===== config.mk =====
export PLATFORM = sky130hd
export DESIGN_NAME = psw_top
export DESIGN_NICKNAME = d
export VERILOG_FILES = /design/src/core/psw_pkg.sv /design/src/core/psw_lps_filter.sv /design/src/core/psw_top.sv
export VERILOG_INCLUDE_DIRS = /design/src /design/src/core
export SDC_FILE = /design/constraint.sdc
export NUM_CORES = 1
export LEC_CHECK = 0
export BUFFER_PORTS_ARGS = -buffer_cell sky130_fd_sc_hd__buf_4
export CAP_MARGIN = 20
export CORE_MARGIN = 3
export CORE_UTILIZATION = 54
export CTS_BUF_LIST = sky130_fd_sc_hd__clkbuf_8
export CTS_CLUSTER_SIZE = 25
export DETAILED_ROUTE_END_ITERATION = 10
export PLACE_DENSITY = 0.94
export SYNTH_ARGS = -nofsm -noshare
export SYNTH_HDL_FRONTEND = slang
export SYNTH_SLANG_ARGS = --single-unit

===== constraint.sdc =====
create_clock -name core_clk -period 3.67 [get_ports core_clk]
set_input_delay 0 -clock core_clk [delete_from_list [all_inputs] [get_ports core_clk]]
set_output_delay 0 -clock core_clk [all_outputs]
set_load 0.02 [all_outputs]

===== src/core/psw_cfg.svh =====
// Constants for the strap configuration and link-wake block.
// Assumes it is included by the package and by the design modules.
`ifndef PSW_CFG_SVH
`define PSW_CFG_SVH

// ****************************************
// Register port
// ****************************************
`define PSW_ADDR_W 4
`define PSW_DATA_W 8
`define PSW_OFS_NODE 4'h0
`define PSW_OFS_PRIO 4'h1
`define PSW_OFS_CTRL 4'h2
`define PSW_OFS_STAT 4'h3

// ****************************************
// Field layout
// ****************************************
`define PSW_NODE_W 6
`define PSW_PRIO_W 4
`define PSW_CTRL_SWRST_BIT 0
`define PSW_STAT_S50_BIT 0
`define PSW_STAT_SEL2_BIT 1
`define PSW_STAT_LPS_BIT 2
`define PSW_STAT_WAKE_BIT 3
`define PSW_STAT_INV_BIT 4

// ****************************************
// Timing counts
// ****************************************
// Link power low samples, in system clock cycles
`define PSW_LPS_LOW_LIMIT 128
// Link-wake half period in system clock cycles
`define PSW_WAKE_HALF_S100 4
`define PSW_WAKE_HALF_S50 2
`define PSW_WAKE_CNT_W 3

`endif


===== src/core/psw_pkg.sv =====
// Types of the strap configuration and link-wake block.
// Assumes psw_cfg.svh is on the include path.
`include "psw_cfg.svh"

package psw_pkg;

  typedef enum logic [1:0] {
    PSW_S100 = 2'b01,
    PSW_S50 = 2'b10
  } psw_speed_e;

  typedef enum logic [1:0] {
    PSW_WAKE_IDLE = 2'b01,
    PSW_WAKE_ACTIVE = 2'b10
  } psw_wake_e;

  typedef logic [`PSW_NODE_W-1:0] psw_node_t;
  typedef logic [`PSW_PRIO_W-1:0] psw_prio_t;

endpackage


===== src/core/psw_lps_filter.sv =====
// Link power status qualifier.
// Assumes lps_in is synchronous and sample_en is a system clock pulse.
`timescale 1ns/1ps
`include "psw_cfg.svh"

module psw_lps_filter #(
  parameter int LOW_LIMIT = `PSW_LPS_LOW_LIMIT
) (
  input wire logic core_clk,
  input wire logic reset,
  input wire logic sample_en,
  input wire logic lps_in,
  output logic lps_active
);

  logic [7:0] low_count;

  // ****************************************
  // Low sample counter
  // ****************************************
  // Saturates one past the limit so a long low never wraps to active
  always_ff @(posedge core_clk) begin
    if (reset) begin
      low_count <= 8'h00;
    end else if (sample_en) begin
      if (lps_in) begin
        low_count <= 8'h00;
      end else if (low_count <= 8'(LOW_LIMIT)) begin
        low_count <= low_count + 8'h01;
      end
    end
  end

  always_ff @(posedge core_clk) begin
    if (reset) begin
      lps_active <= 1'b0;
    end else begin
      lps_active <= (low_count <= 8'(LOW_LIMIT));
    end
  end
endmodule


===== src/core/psw_top.sv =====
// Strap configuration, transceiver polarity and link-wake logic.
// Assumes core_clk is the reference clock and all inputs are synchronous.
`timescale 1ns/1ps
`include "psw_cfg.svh"

// Function
// - Select speed mode from primary select pin
// - Reset loads node number from six pins
// - Reset loads priority from four pins
// - Software may overwrite loaded fields afterwards
// - Polarity pin inverts all six transceiver pins
// - Active link wake is 4 to 8 MHz square
// - Inactive link wake low, floating in reset
// - Start wake on addressed packet, link inactive
// - Wake stays active until link active
// - Bus reset forces link wake low
// - Link inactive after over 128 low samples
// - System clock is reference divided by two
module psw_top #(
  parameter int LPS_LOW_LIMIT = `PSW_LPS_LOW_LIMIT,
  parameter int WAKE_HALF_S100 = `PSW_WAKE_HALF_S100,
  parameter int WAKE_HALF_S50 = `PSW_WAKE_HALF_S50
) (
  input wire logic core_clk,
  input wire logic reset,
  input wire logic speed_select_primary,
  input wire logic speed_select_secondary,
  input wire logic node_number_strap_bit0,
  input wire logic node_number_strap_bit1,
  input wire logic node_number_strap_bit2,
  input wire logic node_number_strap_bit3,
  input wire logic node_number_strap_bit4,
  input wire logic node_number_strap_bit5,
  input wire logic priority_strap_bit0,
  input wire logic priority_strap_bit1,
  input wire logic priority_strap_bit2,
  input wire logic priority_strap_bit3,
  input wire logic transceiver_polarity_invert,
  input wire logic tx_data_core,
  input wire logic tx_strobe_core,
  input wire logic oc_enable_core,
  input wire logic ts_enable_core,
  output logic tx_data_out,
  output logic tx_strobe_out,
  output logic open_collector_drive_enable,
  output logic tristate_drive_enable,
  input wire logic rx_data_pin,
  input wire logic rx_strobe_in,
  output logic rx_data_core,
  output logic rx_strobe_core,
  input wire logic link_power_status_input,
  input wire logic link_on_packet_valid,
  input wire logic [`PSW_NODE_W-1:0] link_on_packet_node,
  input wire logic bus_reset_event,
  output logic link_wake_output,
  output logic link_wake_output_oe_n,
  output logic sys_clk_out,
  output logic speed_mode_s50,
  output logic lps_active,
  output logic [`PSW_NODE_W-1:0] node_number_field,
  output logic [`PSW_PRIO_W-1:0] priority_field,
  input wire logic [`PSW_ADDR_W-1:0] reg_addr,
  input wire logic [`PSW_DATA_W-1:0] reg_wdata,
  input wire logic reg_write,
  input wire logic reg_read,
  output logic [`PSW_DATA_W-1:0] reg_rdata
);

  // ****************************************
  // Declarations
  // ****************************************
  psw_pkg::psw_speed_e speed_mode;
  psw_pkg::psw_wake_e wake_state;
  psw_pkg::psw_wake_e next_wake_state;
  logic sys_en;
  logic sw_full_reset;
  logic strap_load;
  logic link_on_hit;
  logic [`PSW_WAKE_CNT_W-1:0] wave_count;
  logic [`PSW_WAKE_CNT_W-1:0] wave_last;
  logic wave;
  psw_pkg::psw_node_t node_straps;
  psw_pkg::psw_prio_t prio_straps;

  function automatic logic reg_hit(input logic [`PSW_ADDR_W-1:0] addr,
                                   input logic [`PSW_ADDR_W-1:0] ofs);
    reg_hit = (addr == ofs);
  endfunction

  assign node_straps = {node_number_strap_bit5, node_number_strap_bit4,
                        node_number_strap_bit3, node_number_strap_bit2,
                        node_number_strap_bit1, node_number_strap_bit0};
  assign prio_straps = {priority_strap_bit3, priority_strap_bit2,
                        priority_strap_bit1, priority_strap_bit0};
  assign strap_load = reset || sw_full_reset;

  // ****************************************
  // System clock divider
  // ****************************************
  // Same divide in both modes; the reference already differs by mode
  always_ff @(posedge core_clk) begin
    if (reset) begin
      sys_clk_out <= 1'b0;
    end else begin
      sys_clk_out <= !sys_clk_out;
    end
  end

  assign sys_en = sys_clk_out;

  // ****************************************
  // Speed mode
  // ****************************************
  // Board matches the reference to this pin; secondary pin only reported
  always_ff @(posedge core_clk) begin
    if (reset) begin
      speed_mode <= psw_pkg::PSW_S100;
      speed_mode_s50 <= 1'b0;
    end else begin
      speed_mode <= speed_select_primary ? psw_pkg::PSW_S50 : psw_pkg::PSW_S100;
      speed_mode_s50 <= speed_select_primary;
    end
  end

  // ****************************************
  // Software full reset
  // ****************************************
  always_ff @(posedge core_clk) begin
    if (reset) begin
      sw_full_reset <= 1'b0;
    end else begin
      sw_full_reset <= reg_write && reg_hit(reg_addr, `PSW_OFS_CTRL) &&
                       reg_wdata[`PSW_CTRL_SWRST_BIT];
    end
  end

  // ****************************************
  // Node number and priority fields
  // ****************************************
  // Strap load wins over a write in the same cycle
  always_ff @(posedge core_clk) begin
    if (strap_load) begin
      node_number_field <= node_straps;
    end else if (reg_write && reg_hit(reg_addr, `PSW_OFS_NODE)) begin
      node_number_field <= reg_wdata[`PSW_NODE_W-1:0];
    end
  end

  always_ff @(posedge core_clk) begin
    if (strap_load) begin
      priority_field <= prio_straps;
    end else if (reg_write && reg_hit(reg_addr, `PSW_OFS_PRIO)) begin
      priority_field <= reg_wdata[`PSW_PRIO_W-1:0];
    end
  end

  // ****************************************
  // Transceiver polarity
  // ****************************************
  always_ff @(posedge core_clk) begin
    if (reset) begin
      tx_data_out <= 1'b0;
      tx_strobe_out <= 1'b0;
      open_collector_drive_enable <= 1'b0;
      tristate_drive_enable <= 1'b0;
      rx_data_core <= 1'b0;
      rx_strobe_core <= 1'b0;
    end else begin
      tx_data_out <= tx_data_core ^ transceiver_polarity_invert;
      tx_strobe_out <= tx_strobe_core ^ transceiver_polarity_invert;
      open_collector_drive_enable <= oc_enable_core ^ transceiver_polarity_invert;
      tristate_drive_enable <= ts_enable_core ^ transceiver_polarity_invert;
      rx_data_core <= rx_data_pin ^ transceiver_polarity_invert;
      rx_strobe_core <= rx_strobe_in ^ transceiver_polarity_invert;
    end
  end

  // ****************************************
  // Link power status
  // ****************************************
  psw_lps_filter #(
    .LOW_LIMIT(LPS_LOW_LIMIT)
  ) u_lps_filter (
    .core_clk(core_clk),
    .reset(reset),
    .sample_en(sys_en),
    .lps_in(link_power_status_input),
    .lps_active(lps_active)
  );

  // ****************************************
  // Link-wake state machine
  // ****************************************
  assign link_on_hit = link_on_packet_valid && (link_on_packet_node == node_number_field);

  always_comb begin
    next_wake_state = wake_state;
    unique case (wake_state)
      psw_pkg::PSW_WAKE_IDLE: begin
        if (!bus_reset_event && link_on_hit && !lps_active) begin
          next_wake_state = psw_pkg::PSW_WAKE_ACTIVE;
        end
      end
      psw_pkg::PSW_WAKE_ACTIVE: begin
        if (bus_reset_event) begin
          next_wake_state = psw_pkg::PSW_WAKE_IDLE;
        end else if (lps_active) begin
          next_wake_state = psw_pkg::PSW_WAKE_IDLE;
        end
      end
    endcase
  end

  always_ff @(posedge core_clk) begin
    if (reset) begin
      wake_state <= psw_pkg::PSW_WAKE_IDLE;
    end else begin
      wake_state <= next_wake_state;
    end
  end

  // ****************************************
  // Link-wake square wave
  // ****************************************
  // Power-of-two divide gives 6.144 MHz from either reference
  assign wave_last = (speed_mode == psw_pkg::PSW_S50) ?
                     `PSW_WAKE_CNT_W'(WAKE_HALF_S50 - 1) :
                     `PSW_WAKE_CNT_W'(WAKE_HALF_S100 - 1);

  always_ff @(posedge core_clk) begin
    if (reset || wake_state == psw_pkg::PSW_WAKE_IDLE) begin
      wave_count <= '0;
      wave <= 1'b1;
    end else if (sys_en) begin
      if (wave_count >= wave_last) begin
        wave_count <= '0;
        wave <= !wave;
      end else begin
        wave_count <= wave_count + `PSW_WAKE_CNT_W'(1);
      end
    end
  end

  // Low at once when idle; steps only on enables so no half period is cut
  always_ff @(posedge core_clk) begin
    if (reset) begin
      link_wake_output <= 1'b0;
      link_wake_output_oe_n <= 1'b1;
    end else begin
      link_wake_output_oe_n <= 1'b0;
      if (wake_state != psw_pkg::PSW_WAKE_ACTIVE || sys_en) begin
        link_wake_output <= (wake_state == psw_pkg::PSW_WAKE_ACTIVE) && wave;
      end
    end
  end

  // ****************************************
  // Register read port
  // ****************************************
  // Read data stand one cycle only; unmapped reads return zero
  always_ff @(posedge core_clk) begin
    if (reset || !reg_read) begin
      reg_rdata <= '0;
    end else begin
      reg_rdata <= '0;
      if (reg_hit(reg_addr, `PSW_OFS_NODE)) begin
        reg_rdata[`PSW_NODE_W-1:0] <= node_number_field;
      end
      if (reg_hit(reg_addr, `PSW_OFS_PRIO)) begin
        reg_rdata[`PSW_PRIO_W-1:0] <= priority_field;
      end
      if (reg_hit(reg_addr, `PSW_OFS_STAT)) begin
        reg_rdata[`PSW_STAT_S50_BIT] <= speed_mode_s50;
        reg_rdata[`PSW_STAT_SEL2_BIT] <= speed_select_secondary;
        reg_rdata[`PSW_STAT_LPS_BIT] <= lps_active;
        reg_rdata[`PSW_STAT_WAKE_BIT] <= (wake_state == psw_pkg::PSW_WAKE_ACTIVE);
        reg_rdata[`PSW_STAT_INV_BIT] <= transceiver_polarity_invert;
      end
    end
  end
endmodule


==> impl_summary.log, run 1 <==
INFO  metric run_status = finished with violations
INFO  metric failing_checks = hold timing
INFO  metric ctsLongestPathBuffers = 2
INFO  metric layout_net_count = ~330
INFO  metric grt_setup_unrepaired = false
INFO  metric die_width = 65.2 um
INFO  metric final_antenna_net_count = 0
INFO  metric layout_worst_path_cycle_share = about 53%
INFO  metric r2r-start = sw_full_reset
INFO  metric grt_first_pass_wirelength = around 9700 um
INFO  metric clkTransAtPathRegs = ~0.080 ns
INFO  metric stdcell_area = 2730 sq um
INFO  metric timing.hold.worst_endpoint = node_number_field[5]
INFO  metric vias = between 1500 and 2000
INFO  metric place_hpwl = around 3300 um
INFO  metric routed_via_density = roughly 5.8
INFO  metric r2r_worst_path_depth = 4
INFO  metric vdd.ir_drop.worst = about 0.3 mV
INFO  metric cts.sink_count = 43
INFO  metric post_drt_wl_per_cell = roughly 19 um
INFO  metric chipHeight = ~65 um
INFO  metric worst_setup_path_end_kind = flop
INFO  metric final_max_slew_viol_count = 0
INFO  metric timing.slew.headroom = 57.7%
INFO  metric post_cts_buffers = 0
INFO  metric synthDistinctLibCells = 42
INFO  metric area_growth = 44.3%
INFO  metric path_max_fanout = 27
INFO  metric globalRouteTotalUtil = 30.9%
INFO  metric synth_sequential_area_ratio = 50.7%
INFO  metric cts-buffers-inserted = 5
INFO  metric min_delay_path_depth = 2
INFO  metric maxCapViolCount = 0
INFO  metric io_pins = 73
INFO  metric hold_path.startpoint = node_number_strap_bit5
INFO  metric critPathArrivalTime = 2.11 ns
INFO  metric hold-worst-slack = -0.000147 ns
INFO  metric grt_pass1_vias = 1990
INFO  metric power.density_cell_area = 404 nW/um^2
INFO  metric synth_enable_flop_cells = 10
INFO  metric yosys.area.top_type_share = roughly a third
INFO  metric globalplace.congestion = about 0.81
INFO  metric totalNegativeSetupSlack = 0 ns
INFO  metric postLayoutSetupSlackWorst = between 1.5 and 2 ns
INFO  metric finalSetupViolCount = 0
INFO  metric syn_inst = 195
INFO  metric timing.hold.worst.class = input port to flop
INFO  metric die_area = 4250 sq um
INFO  metric timing.reg2reg.setup_slack = between 1.5 and 2 ns
INFO  metric worstSkewPairLatency = about 0.30 ns
INFO  metric detail_route.first_pass.iterations = 5
INFO  metric drt-total-wl = 6260 um
INFO  metric hold_fails_final_rpt = 1
INFO  metric placed_cell_area = about 2400 sq um
INFO  metric fp.coreArea = between 3000 and 4000 sq um
INFO  metric detail_route.drc_violations = 0
INFO  metric synth.area.top_cells = sky130_fd_sc_hd__dfxtp_1, sky130_fd_sc_hd__edfxtp_1, sky130_fd_sc_hd__xnor2_1, sky130_fd_sc_hd__nand2_1, sky130_fd_sc_hd__nor2_1
INFO  metric worstSetupPathType = input port to flop
INFO  metric tightestPinTransition = around 0.63 ns
INFO  metric synth_ff_type = sky130_fd_sc_hd__dfxtp_1
INFO  metric ys_top_cells_by_count = sky130_fd_sc_hd__dfxtp_1, sky130_fd_sc_hd__nand2_1, sky130_fd_sc_hd__nor2_1
INFO  metric buffer_ports.inserted = 68
INFO  metric power.leakage = 1.20 nW
INFO  metric drive_above_1_share = slightly below 30%
INFO  metric grt_overflow_total = 0
INFO  metric start_kind = input port
INFO  metric dr.first_iter.drc_count = approximately 160
INFO  metric ys_async_sr_fraction = 0%
INFO  metric yosys_register_bits = 43
INFO  metric htreeDepth = 2
INFO  metric cp_data_required_time = 3.83 ns
INFO  metric tritoncts = yes
INFO  metric num_antenna_cells = 0
INFO  metric placement_rows = 20
INFO  metric timing.final.crit_period = a little under 2 ns
INFO  metric cts.hold.buffers_added = 20
INFO  metric synth-warning-count = 0
INFO  metric synth_most_common_cell = sky130_fd_sc_hd__dfxtp_1
INFO  metric antenna_violations_before_repair = 0
INFO  metric start_util = between 50% and 60%
INFO  metric mappedNetlistArea = roughly 1900 sq um
INFO  metric synthesis.area_per_instance = between 9 and 10 sq um
INFO  metric pre_cts_slack = approximately 1.9 ns
INFO  metric finalClockSkew = roughly 0.0058 ns
INFO  metric crit-reg2reg-capture = node_number_field[1]
INFO  metric postCtsResizedCells = 0
INFO  metric root_cell_of_the_clock_tree = sky130_fd_sc_hd__clkbuf_8
INFO  metric fmax = 514 MHz
INFO  metric grt_max_degree = 28
INFO  metric most_area_hungry_cell_type_in_the_yosys_netlist = sky130_fd_sc_hd__dfxtp_1
area by class of cell:
cell class                      count  area, sq um
Sequential cell                    43          961
Multi-Input combinational cell    139          866
Timing Repair Buffer               88          711
Fill cell                         160          470
Clock buffer                        6         82.6
Tap cell                           44         55.1
Clock inverter                      2         35.0
Inverter                            6         22.5
sequential cells by signal (all words and copies together), names as in the netlist, 2 cells and up:
signal / flops
wake_state: 2
wave_count: 3
priority_field: 4
node_number_field: 6
u_lps_filter.low_count: 8
reg_rdata: 6
kinds of logic after synthesis:
kind of cell	Yosys count	synth area share, %
AO/OA/AOI/OAI	31	11.2
XOR/XNOR	17	7.86
adder cells (fa/ha/maj)	4	2.64
buffers and inverters	14	3.76
flip-flops	43	50.7
multiplexers	5	2.77
other	1	0.198
AND/OR/NAND/NOR	80	20.9
stage by stage:
step	utilization, %	hold WS [ns]	std cells	power [W]
CTS	85.3	0.00216	328	0.00109
finish	85.3	-0.000147	328	0.00110
global placement	75.4	0.231	300	0.000688
floorplan	-	0.0277	196	0.000619
global route	85.3	0.00870	328	0.00113
detailed placement	75.4	0.240	300	0.000693
routing by layer:
layer | vias to the layer above | global-route usage (%) | wire length [um]
li1 | 848 | - | -
met1 | 860 | 32.3 | 2170
met2 | 152 | 52.7 | 3050
met3 | 46 | 10.6 | 622
met4 | 0 | 19.7 | 415
met5 | - | 0 | 0
worst max-delay path: stages:
cell and delay, ns:
sky130_fd_sc_hd__dlygate4sd3_1 0.55, sky130_fd_sc_hd__buf_4 0.23, sky130_fd_sc_hd__nor2_1 0.49, sky130_fd_sc_hd__nand2_1 0.17, sky130_fd_sc_hd__nand2_1 0.09, sky130_fd_sc_hd__dlygate4sd3_1 0.57
layout by cell type (no fill, tap or decap), drive strengths merged, types with 4 or more instances in the layout:
master,Yosys,final
nor2,21,21
clkbuf,6,6
o22ai,4,4
nand3,5,5
buf,2,68
o21ai,13,13
dfxtp,33,33
inv,6,6
nand2,21,21
dlygate4sd3,0,20
nand4,4,4
xnor2,10,10
edfxtp,10,10
ha,4,4
nor2b,10,10
nor3,6,6
xor2,7,7
where the power goes:
group / total, W / switching, W / internal (W)
sequential: 0.000528 / 0.0000191 / 0.000508
clock: 0.000386 / 0.000166 / 0.000220
combinational: 0.000189 / 0.0000955 / 0.0000936
worst max-delay path by stage:
stage	from	end	slack [ns]
after global placement	u_lps_filter.low_count[0]	u_lps_filter.low_count[0]	1.96
after CTS	reset	priority_field[2]	1.89
after detailed placement	u_lps_filter.low_count[0]	u_lps_filter.low_count[0]	1.93
after global routing	reset	node_number_field[1]	1.64
after floorplan	u_lps_filter.low_count[0]	u_lps_filter.low_count[2]	2.07
final	reset	node_number_field[1]	1.72
No activity file was read; power rests on OpenSTA's default activity.
==> run 2, diff against run 1 <==
--- a/config.mk
+++ b/config.mk
@@ -9,11 +9,11 @@
 export BUFFER_PORTS_ARGS = -buffer_cell sky130_fd_sc_hd__buf_4
 export CAP_MARGIN = 20
 export CORE_MARGIN = 3
-export CORE_UTILIZATION = 54
+export CORE_UTILIZATION = 50
 export CTS_BUF_LIST = sky130_fd_sc_hd__clkbuf_8
 export CTS_CLUSTER_SIZE = 25
 export DETAILED_ROUTE_END_ITERATION = 10
-export PLACE_DENSITY = 0.94
+export PLACE_DENSITY = 0.88
 export SYNTH_ARGS = -nofsm -noshare
 export SYNTH_HDL_FRONTEND = slang
 export SYNTH_SLANG_ARGS = --single-unit
==> constraint.sdc (replaced) <==
create_clock -name core_clk -period 1.93 [get_ports core_clk]
set_input_delay 0 -clock core_clk [delete_from_list [all_inputs] [get_ports core_clk]]
set_output_delay 0 -clock core_clk [all_outputs]
set_load 0.02 [all_outputs]
==> run 2 against run 1 <==
  * The run now ends clean
  * Sequential share of layout area increased by 1.2 points
  * Sequential power grew 89%
  * Wire length is 28% lower
  * Largest power group unchanged
==> impl_summary.log, run 2 (synthesized netlist as in run 1, its figures left out) <==
INFO  metric run_status = complete, no violations
INFO  metric io_pins = 73 (unchanged)
INFO  metric top_layer_used = met4
INFO  metric layout_worst_path_cycle_share = 91.6%
INFO  metric cp_num_buf_inv = 1 (-2)
INFO  metric antenna_violations_before_repair = 0 (unchanged)
INFO  metric dr.first_iter.drc_count = 114 (-27%)
INFO  metric place_hpwl = 3280 um (-1.3%)
INFO  metric cts.sink_count = 43 (unchanged)
INFO  metric final_antenna_net_count = 0 (unchanged)
INFO  metric max_stage_delay = 0.48 ns (-0.09 ns)
INFO  metric fp.coreArea = 3490 sq um (+9.1%)
INFO  metric cts-buffers-inserted = 5 (unchanged)
INFO  metric fmax = ~570 MHz
INFO  metric cp_data_required_time = 2.12 ns (-1.71 ns)
INFO  metric grt_first_pass_wirelength = 7270 um (-25%)
INFO  metric detail_route.drc_violations = 0 (unchanged)
INFO  metric globalplace.congestion = 0.843 (+4.4%)
INFO  metric routed_via_density = 5.18 (-11%)
INFO  metric chipHeight = 67.6 um (+3.6%)
INFO  metric crit_chain = inv_1 -> ha_1 -> or4b_4 -> o31ai_4 -> a211oi_1 -> a31o_1
INFO  metric die_width = 67.6 um (+3.6%)
INFO  metric critPathArrivalTime = 1.96 ns (-0.15 ns)
INFO  metric wl_met2 = 2350 um (-23%)
INFO  metric largest_registers = u_lps_filter.low_count (8), node_number_field (6), reg_rdata (6)
INFO  metric crit_family = compound AO/OA/AOI/OAI gates
INFO  metric finalClockSkew = 0.00960 ns (+0.00382 ns)
INFO  metric timing.hold.worst.class = input port to flop
INFO  metric hold_fails_final_rpt = 0 (-1)
INFO  metric detail_route.first_pass.iterations = 4 (-1)
INFO  metric clkTransAtPathRegs = 0.08 ns (about the same)
INFO  metric totalNegativeSetupSlack = 0 ns (unchanged)
INFO  metric met1_length = 1820 um (-16%)
INFO  metric path_max_fanout = 5 (-81%)
INFO  metric grt_setup_unrepaired = false
INFO  metric finalSetupViolCount = 0 (unchanged)
INFO  metric vias = 1672 (-12%)
INFO  metric tritoncts = yes
INFO  metric largest-register = u_lps_filter.low_count
INFO  metric drive_above_1_share = 29.6% (+0.73 points)
INFO  metric grt_overflow_total = 0 (unchanged)
INFO  metric root_cell_of_the_clock_tree = sky130_fd_sc_hd__clkbuf_8
INFO  metric globalRouteTotalUtil = 21.4% (-9.5 points)
INFO  metric worst_setup_path_end_kind = flop
INFO  metric vdd.ir_drop.worst = 0.558 mV (+82%)
INFO  metric grt_pass1_vias = 1592 (-20%)
INFO  metric drt-total-wl = 4530 um (-28%)
INFO  metric power.density_cell_area = 715 nW/um^2 (+77%)
INFO  metric timing.final.crit_period = 1.77 ns
INFO  metric placement_rows = 21 (+5.0%)
INFO  metric timing.slew.headroom = 62.2% (+4.4 points)
INFO  metric worstSetupPathType = flop to flop
INFO  metric tightestPinTransition = 0.561 ns (-0.0658 ns)
INFO  metric critical_path.slowest_cell = sky130_fd_sc_hd__or4b_4
INFO  metric hold-worst-slack = 0.00794 ns (+0.00809 ns)
INFO  metric start_util = 54.2% (-4.9 points)
INFO  metric die_area = 4560 sq um (+7.2%)
INFO  metric grt_max_degree = 28 (unchanged)
INFO  metric htreeDepth = 2 (unchanged)
INFO  metric worstSkewPairLatency = 0.29 ns (about the same)
INFO  metric area_growth = 39.5%
INFO  metric final_common_cell = sky130_fd_sc_hd__buf_4
INFO  metric power.leakage = 1.16 nW (-3.3%)
INFO  metric met3RoutedLength = 304 um (-51%)
INFO  metric finalCoreUtilization = 75.6% (-9.7 points)
INFO  metric maxCapViolCount = 0 (unchanged)
INFO  metric num_antenna_cells = 0 (unchanged)
INFO  metric mostFrequentLayoutCells = sky130_fd_sc_hd__buf_4, sky130_fd_sc_hd__dfxtp_1, sky130_fd_sc_hd__nor2_1, sky130_fd_sc_hd__nand2_1, sky130_fd_sc_hd__dlygate4sd3_1
INFO  metric buffer_ports.inserted = 68 (unchanged)
INFO  metric largest_reg_flops = 8 (unchanged)
INFO  metric ctsLongestPathBuffers = 2 (unchanged)
INFO  metric layout_net_count = 325 (-1.8%)
INFO  metric post_drt_wl_per_cell = 14.0 um (-27%)
INFO  metric final_max_slew_viol_count = 0 (unchanged)
INFO  metric start_kind = flop
-- run 2: cell type report --
| type | count | area (sq um) |
|---|---|---|
| Timing Repair Buffer | 82 | 648 |
| Multi-Input combinational cell | 139 | 866 |
| Inverter | 6 | 22.5 |
| Fill cell | 237 | 852 |
| Tap cell | 46 | 57.6 |
| Clock inverter | 1 | 5.00 |
| Clock buffer | 6 | 82.6 |
| Sequential cell | 43 | 961 |
-- run 2: path summary, 6_finish.rpt --
kind	startpoint	endpoint	slack, ns	depth (start not counted)
min reg2reg	wave	wave	0.51	2
min	reg_wdata[3]	priority_field[3]	0.008	3
max	u_lps_filter.low_count[0]	u_lps_filter.low_count[0]	0.16	6
max reg2reg	u_lps_filter.low_count[0]	u_lps_filter.low_count[0]	0.16	6
-- run 2: stage by stage --
stage               cell area (sq um)  std cells  setup slack, ns  power (W)
finish                           2640        323            0.162    0.00189
CTS                              2640        323            0.154    0.00189
detailed placement               2420        303            0.175    0.00132
global route                     2640        323           0.0599    0.00196
floorplan                        1900        196            0.325    0.00118
global placement                 2420        303            0.244    0.00131
-- run 2: layer usage --
layer	up-vias	GRT usage (%)
met5	-	0
met3	6	6.82
met2	59	38.8
met1	773	24.3
met4	0	5.06
li1	834	-
-- run 2: worst reg2reg max path: stages, from the launching register on --
cell and delay (ns):
sky130_fd_sc_hd__dfxtp_1 0.34, sky130_fd_sc_hd__inv_1 0.08, sky130_fd_sc_hd__ha_1 0.14, sky130_fd_sc_hd__or4b_4 0.48, sky130_fd_sc_hd__o31ai_4 0.29, sky130_fd_sc_hd__a211oi_1 0.12, sky130_fd_sc_hd__a31o_1 0.20
-- run 2: timing repair --
item                                    4_1_cts  5_1_grt
setup buffers                                 0        0
hold buffers                                 13        0
endpoints found under the setup margin        0        0
gates resized for setup                       0        0
endpoints found under the hold margin        13        0
-- run 2: report_power, final --
group / switching [W] / leakage (nW) / internal, W
sequential: 0.0000287 / 0.369 / 0.000967
clock: 0.000290 / 0.0470 / 0.000281
combinational: 0.000156 / 0.743 / 0.000167
total: 0.000475 / 1.16 / 0.00141
==> run 3, diff against run 2 <==
==> constraint.sdc (replaced) <==
create_clock -name core_clk -period 1.93 [get_ports core_clk]
set_input_delay 0.386 -clock core_clk [delete_from_list [all_inputs] [get_ports core_clk]]
set_output_delay 0.386 -clock core_clk [all_outputs]
set_load 0.02 [all_outputs]
==> run 3 against run 2 <==
  * Wire length decreased by 2.5%
  * Power increased by 1.6%
  * Via count decreased by 0.54%
  * Cell count decreased by 2.8%
  * Critical path depth unchanged
  * Worst setup slack improved by 0.022 ns
  * Combinational power decreased by 5%
  * Global-route usage decreased by 1.0 points
  * Hold slack improved by 0.31 ns
  * Clock skew decreased by 0.0037 ns
  * First-iteration DRC count increased by 18%
==> impl_summary.log, run 3 (synthesized netlist as in run 1, its figures left out) <==
INFO  metric grt_pass1_vias = 1490 (-6.4%)
INFO  metric die_width = 67.6 um (unchanged)
INFO  metric die_area = 4560 sq um (unchanged)
INFO  metric routed_via_density = 5.30 (+2.3%)
INFO  metric multi_input_area = 866 sq um (unchanged)
INFO  metric cts.sink_count = 43 (unchanged)
INFO  metric largest_registers = u_lps_filter.low_count (8), node_number_field (6), reg_rdata (6)
INFO  metric cp_data_required_time = 2.12 ns (about the same)
INFO  metric critical_path.slowest_cell = sky130_fd_sc_hd__or4b_4
INFO  metric net-switching-power = 0.000477 W (+0.38%)
INFO  metric timing.final.crit_period = 1.75 ns (-0.0221 ns)
INFO  metric finalSetupViolCount = 0 (unchanged)
INFO  metric chipHeight = 67.6 um (unchanged)
INFO  metric min_delay_path_depth = 3 (unchanged)
INFO  metric fp.coreArea = 3490 sq um (unchanged)
INFO  metric antenna_violations_before_repair = 0 (unchanged)
INFO  metric timing.reg2reg.setup_slack = 0.18 ns (+0.02 ns)
INFO  metric power_frac_clock = 32.1% (+1.9 points)
INFO  metric hold_path.startpoint = oc_enable_core
INFO  metric hold_fails_final_rpt = 0 (unchanged)
INFO  metric dp_cells = 306 (+0.99%)
INFO  metric start_util = 54.2% (unchanged)
INFO  metric power.leakage = 1.12 nW (-2.9%)
INFO  metric layout_worst_path_cycle_share = 90.5% (-1.1 points)
INFO  metric power.total = 0.00192 W (+1.6%)
INFO  metric post_cts_buffers = 0 (unchanged)
INFO  metric totalNegativeSetupSlack = 0 ns (unchanged)
INFO  metric run_status = complete, no violations
INFO  metric area_growth = 34.5%
INFO  metric grt_setup_unrepaired = false
INFO  metric power.density_cell_area = 754 nW/um^2 (+5.4%)
INFO  metric r2r_worst_path_depth = 6 (unchanged)
INFO  metric maxCapViolCount = 0 (unchanged)
INFO  metric grt_first_pass_wirelength = 6800 um (-6.4%)
INFO  metric globalplace.congestion = 0.850 (+0.76%)
INFO  metric path_max_fanout = 5 (unchanged)
INFO  metric dr.first_iter.drc_count = 135 (+18%)
INFO  metric cts-buffers-inserted = 5 (unchanged)
INFO  metric globalRouteTotalUtil = 20.4% (-1.0 points)
INFO  metric ctsLongestPathBuffers = 2 (unchanged)
INFO  metric fmax = 573 MHz (+1.3%)
INFO  metric final_antenna_net_count = 0 (unchanged)
INFO  metric timing.hold.worst.class = input port to flop
INFO  metric final-seq-area = 961 sq um (unchanged)
INFO  metric detail_route.first_pass.iterations = 4 (unchanged)
INFO  metric finalClockSkew = 0.00588 ns (-0.00371 ns)
INFO  metric stdcell_area = 2550 sq um (-3.6%)
INFO  metric start_kind = flop
INFO  metric timing.hold.worst_endpoint = open_collector_drive_enable
INFO  metric worstSkewPairLatency = 0.30 ns (about the same)
INFO  metric layout_net_count = 315 (-3.1%)
INFO  metric place_hpwl = 3370 um (+2.5%)
INFO  metric detail_route.drc_violations = 0 (unchanged)
INFO  metric cts.hold.buffers_added = 0 (-13)
INFO  metric tritoncts = yes
INFO  metric share_seq_of_total_power = 51.8% (-0.9 points)
INFO  metric mostFrequentLayoutCells = sky130_fd_sc_hd__buf_4, sky130_fd_sc_hd__dfxtp_1, sky130_fd_sc_hd__nor2_1, sky130_fd_sc_hd__nand2_1, sky130_fd_sc_hd__o21ai_0
INFO  metric filler_cell_count = 266 (+12%)
INFO  metric largest-register = u_lps_filter.low_count
INFO  metric internal_power = 0.00144 W (+2.0%)
INFO  metric root_cell_of_the_clock_tree = sky130_fd_sc_hd__clkbuf_8
INFO  metric power.switching_fraction = 24.8% (-0.30 points)
INFO  metric worst_setup_path_end_kind = flop
INFO  metric clkTransAtPathRegs = 0.08 ns (about the same)
INFO  metric grt_max_degree = 21 (-25%)
INFO  metric placement_rows = 21 (unchanged)
INFO  metric post_drt_wl_per_cell = 14.1 um (+0.28%)
INFO  metric num_antenna_cells = 0 (unchanged)
INFO  metric final_max_slew_viol_count = 0 (unchanged)
INFO  metric buffer_ports.inserted = 68 (unchanged)
INFO  metric vias = 1663 (-0.54%)
INFO  metric grt_overflow_total = 0 (unchanged)
INFO  metric htreeDepth = 2 (unchanged)
INFO  metric worstSetupPathType = flop to flop
INFO  metric crit-reg2reg-capture = u_lps_filter.low_count[2]
INFO  metric io_pins = 73 (unchanged)
INFO  metric drive_above_1_share = 31.7% (+2.1 points)
INFO  metric drt-total-wl = 4410 um (-2.5%)
INFO  metric r2r-start = u_lps_filter.low_count[0]
INFO  metric max_stage_delay = 0.48 ns (about the same)
INFO  metric final_common_cell = sky130_fd_sc_hd__buf_4
INFO  metric pre_cts_slack = 0.208 ns (+0.0321 ns)
INFO  metric layout.cells.non_filler = 314 (-2.8%)
INFO  metric comb_power_share = 16.1% (-1.0 points)
INFO  metric postLayoutSetupSlackWorst = 0.184 ns (+0.0221 ns)
INFO  metric critPathArrivalTime = 1.94 ns (-0.02 ns)
INFO  metric postCtsResizedCells = 0 (unchanged)
INFO  metric crit_chain = inv_1 -> ha_1 -> or4b_4 -> o311a_1 -> o21ai_1 -> a21oi_1
INFO  metric largest_reg_flops = 8 (unchanged)
INFO  metric vdd.ir_drop.worst = 0.651 mV (+17%)
INFO  metric placed_cell_area = 2450 sq um (+0.93%)
==> run 3: cell type report <==
type	instances	area share (%)
inverters	6	0.884
repair buffers	72	21.2
clock buffers	7	3.78
clock inverters	1	0.147
multi-input cells	139	34.0
flip-flops and latches	43	37.7
well taps	46	2.26
==> run 3: worst max-delay path by stage <==
stage	from	to	slack, ns	cells past startpoint
floorplan	u_lps_filter.low_count[0]	u_lps_filter.low_count[2]	0.33	6
global placement	u_lps_filter.low_count[0]	u_lps_filter.low_count[0]	0.24	6
detailed placement	u_lps_filter.low_count[0]	u_lps_filter.low_count[0]	0.21	6
CTS	u_lps_filter.low_count[0]	u_lps_filter.low_count[2]	0.19	6
global route	u_lps_filter.low_count[0]	u_lps_filter.low_count[2]	0.08	6
finish	u_lps_filter.low_count[0]	u_lps_filter.low_count[2]	0.18	6
==> run 3: metrics by stage <==
stage | utilization (%) | hold slack (ns)
after floorplan | - | 0.414
after global placement | 70.0 | 0.477
after detailed placement | 70.0 | 0.497
after CTS | 72.9 | 0.306
after global routing | 72.9 | 0.313
final | 72.9 | 0.314
==> run 3: critical path, delay by kind of cell, from the launching register on <==
kind,cells,cell delay (ns)
AO/OA/AOI/OAI,3,0.61
adder cells (fa/ha/maj),1,0.14
buffers and inverters,1,0.08
flip-flops,1,0.34
AND/OR/NAND/NOR,1,0.48
==> run 3: power groups by stage <==
stage | Clock [W] | Sequential [W] | Combinational (W)
after floorplan | 0 | 0.00105 | 0.000126
after global placement | 0 | 0.00101 | 0.000302
after detailed placement | 0 | 0.00101 | 0.000308
after CTS | 0.000634 | 0.000994 | 0.000310
after global routing | 0.000678 | 0.000999 | 0.000335
final | 0.000617 | 0.000994 | 0.000309
==> run 3: layer usage <==
| layer | global-route usage [%] | vias up | share of wire (%) |
|---|---|---|---|
| met5 | 0 | - | 0 |
| met2 | 35.5 | 53 | 52 |
| li1 | - | 813 | - |
| met1 | 23.0 | 790 | 39 |
| met3 | 7.99 | 7 | 7.7 |
| met4 | 6.08 | 0 | 1.3 |
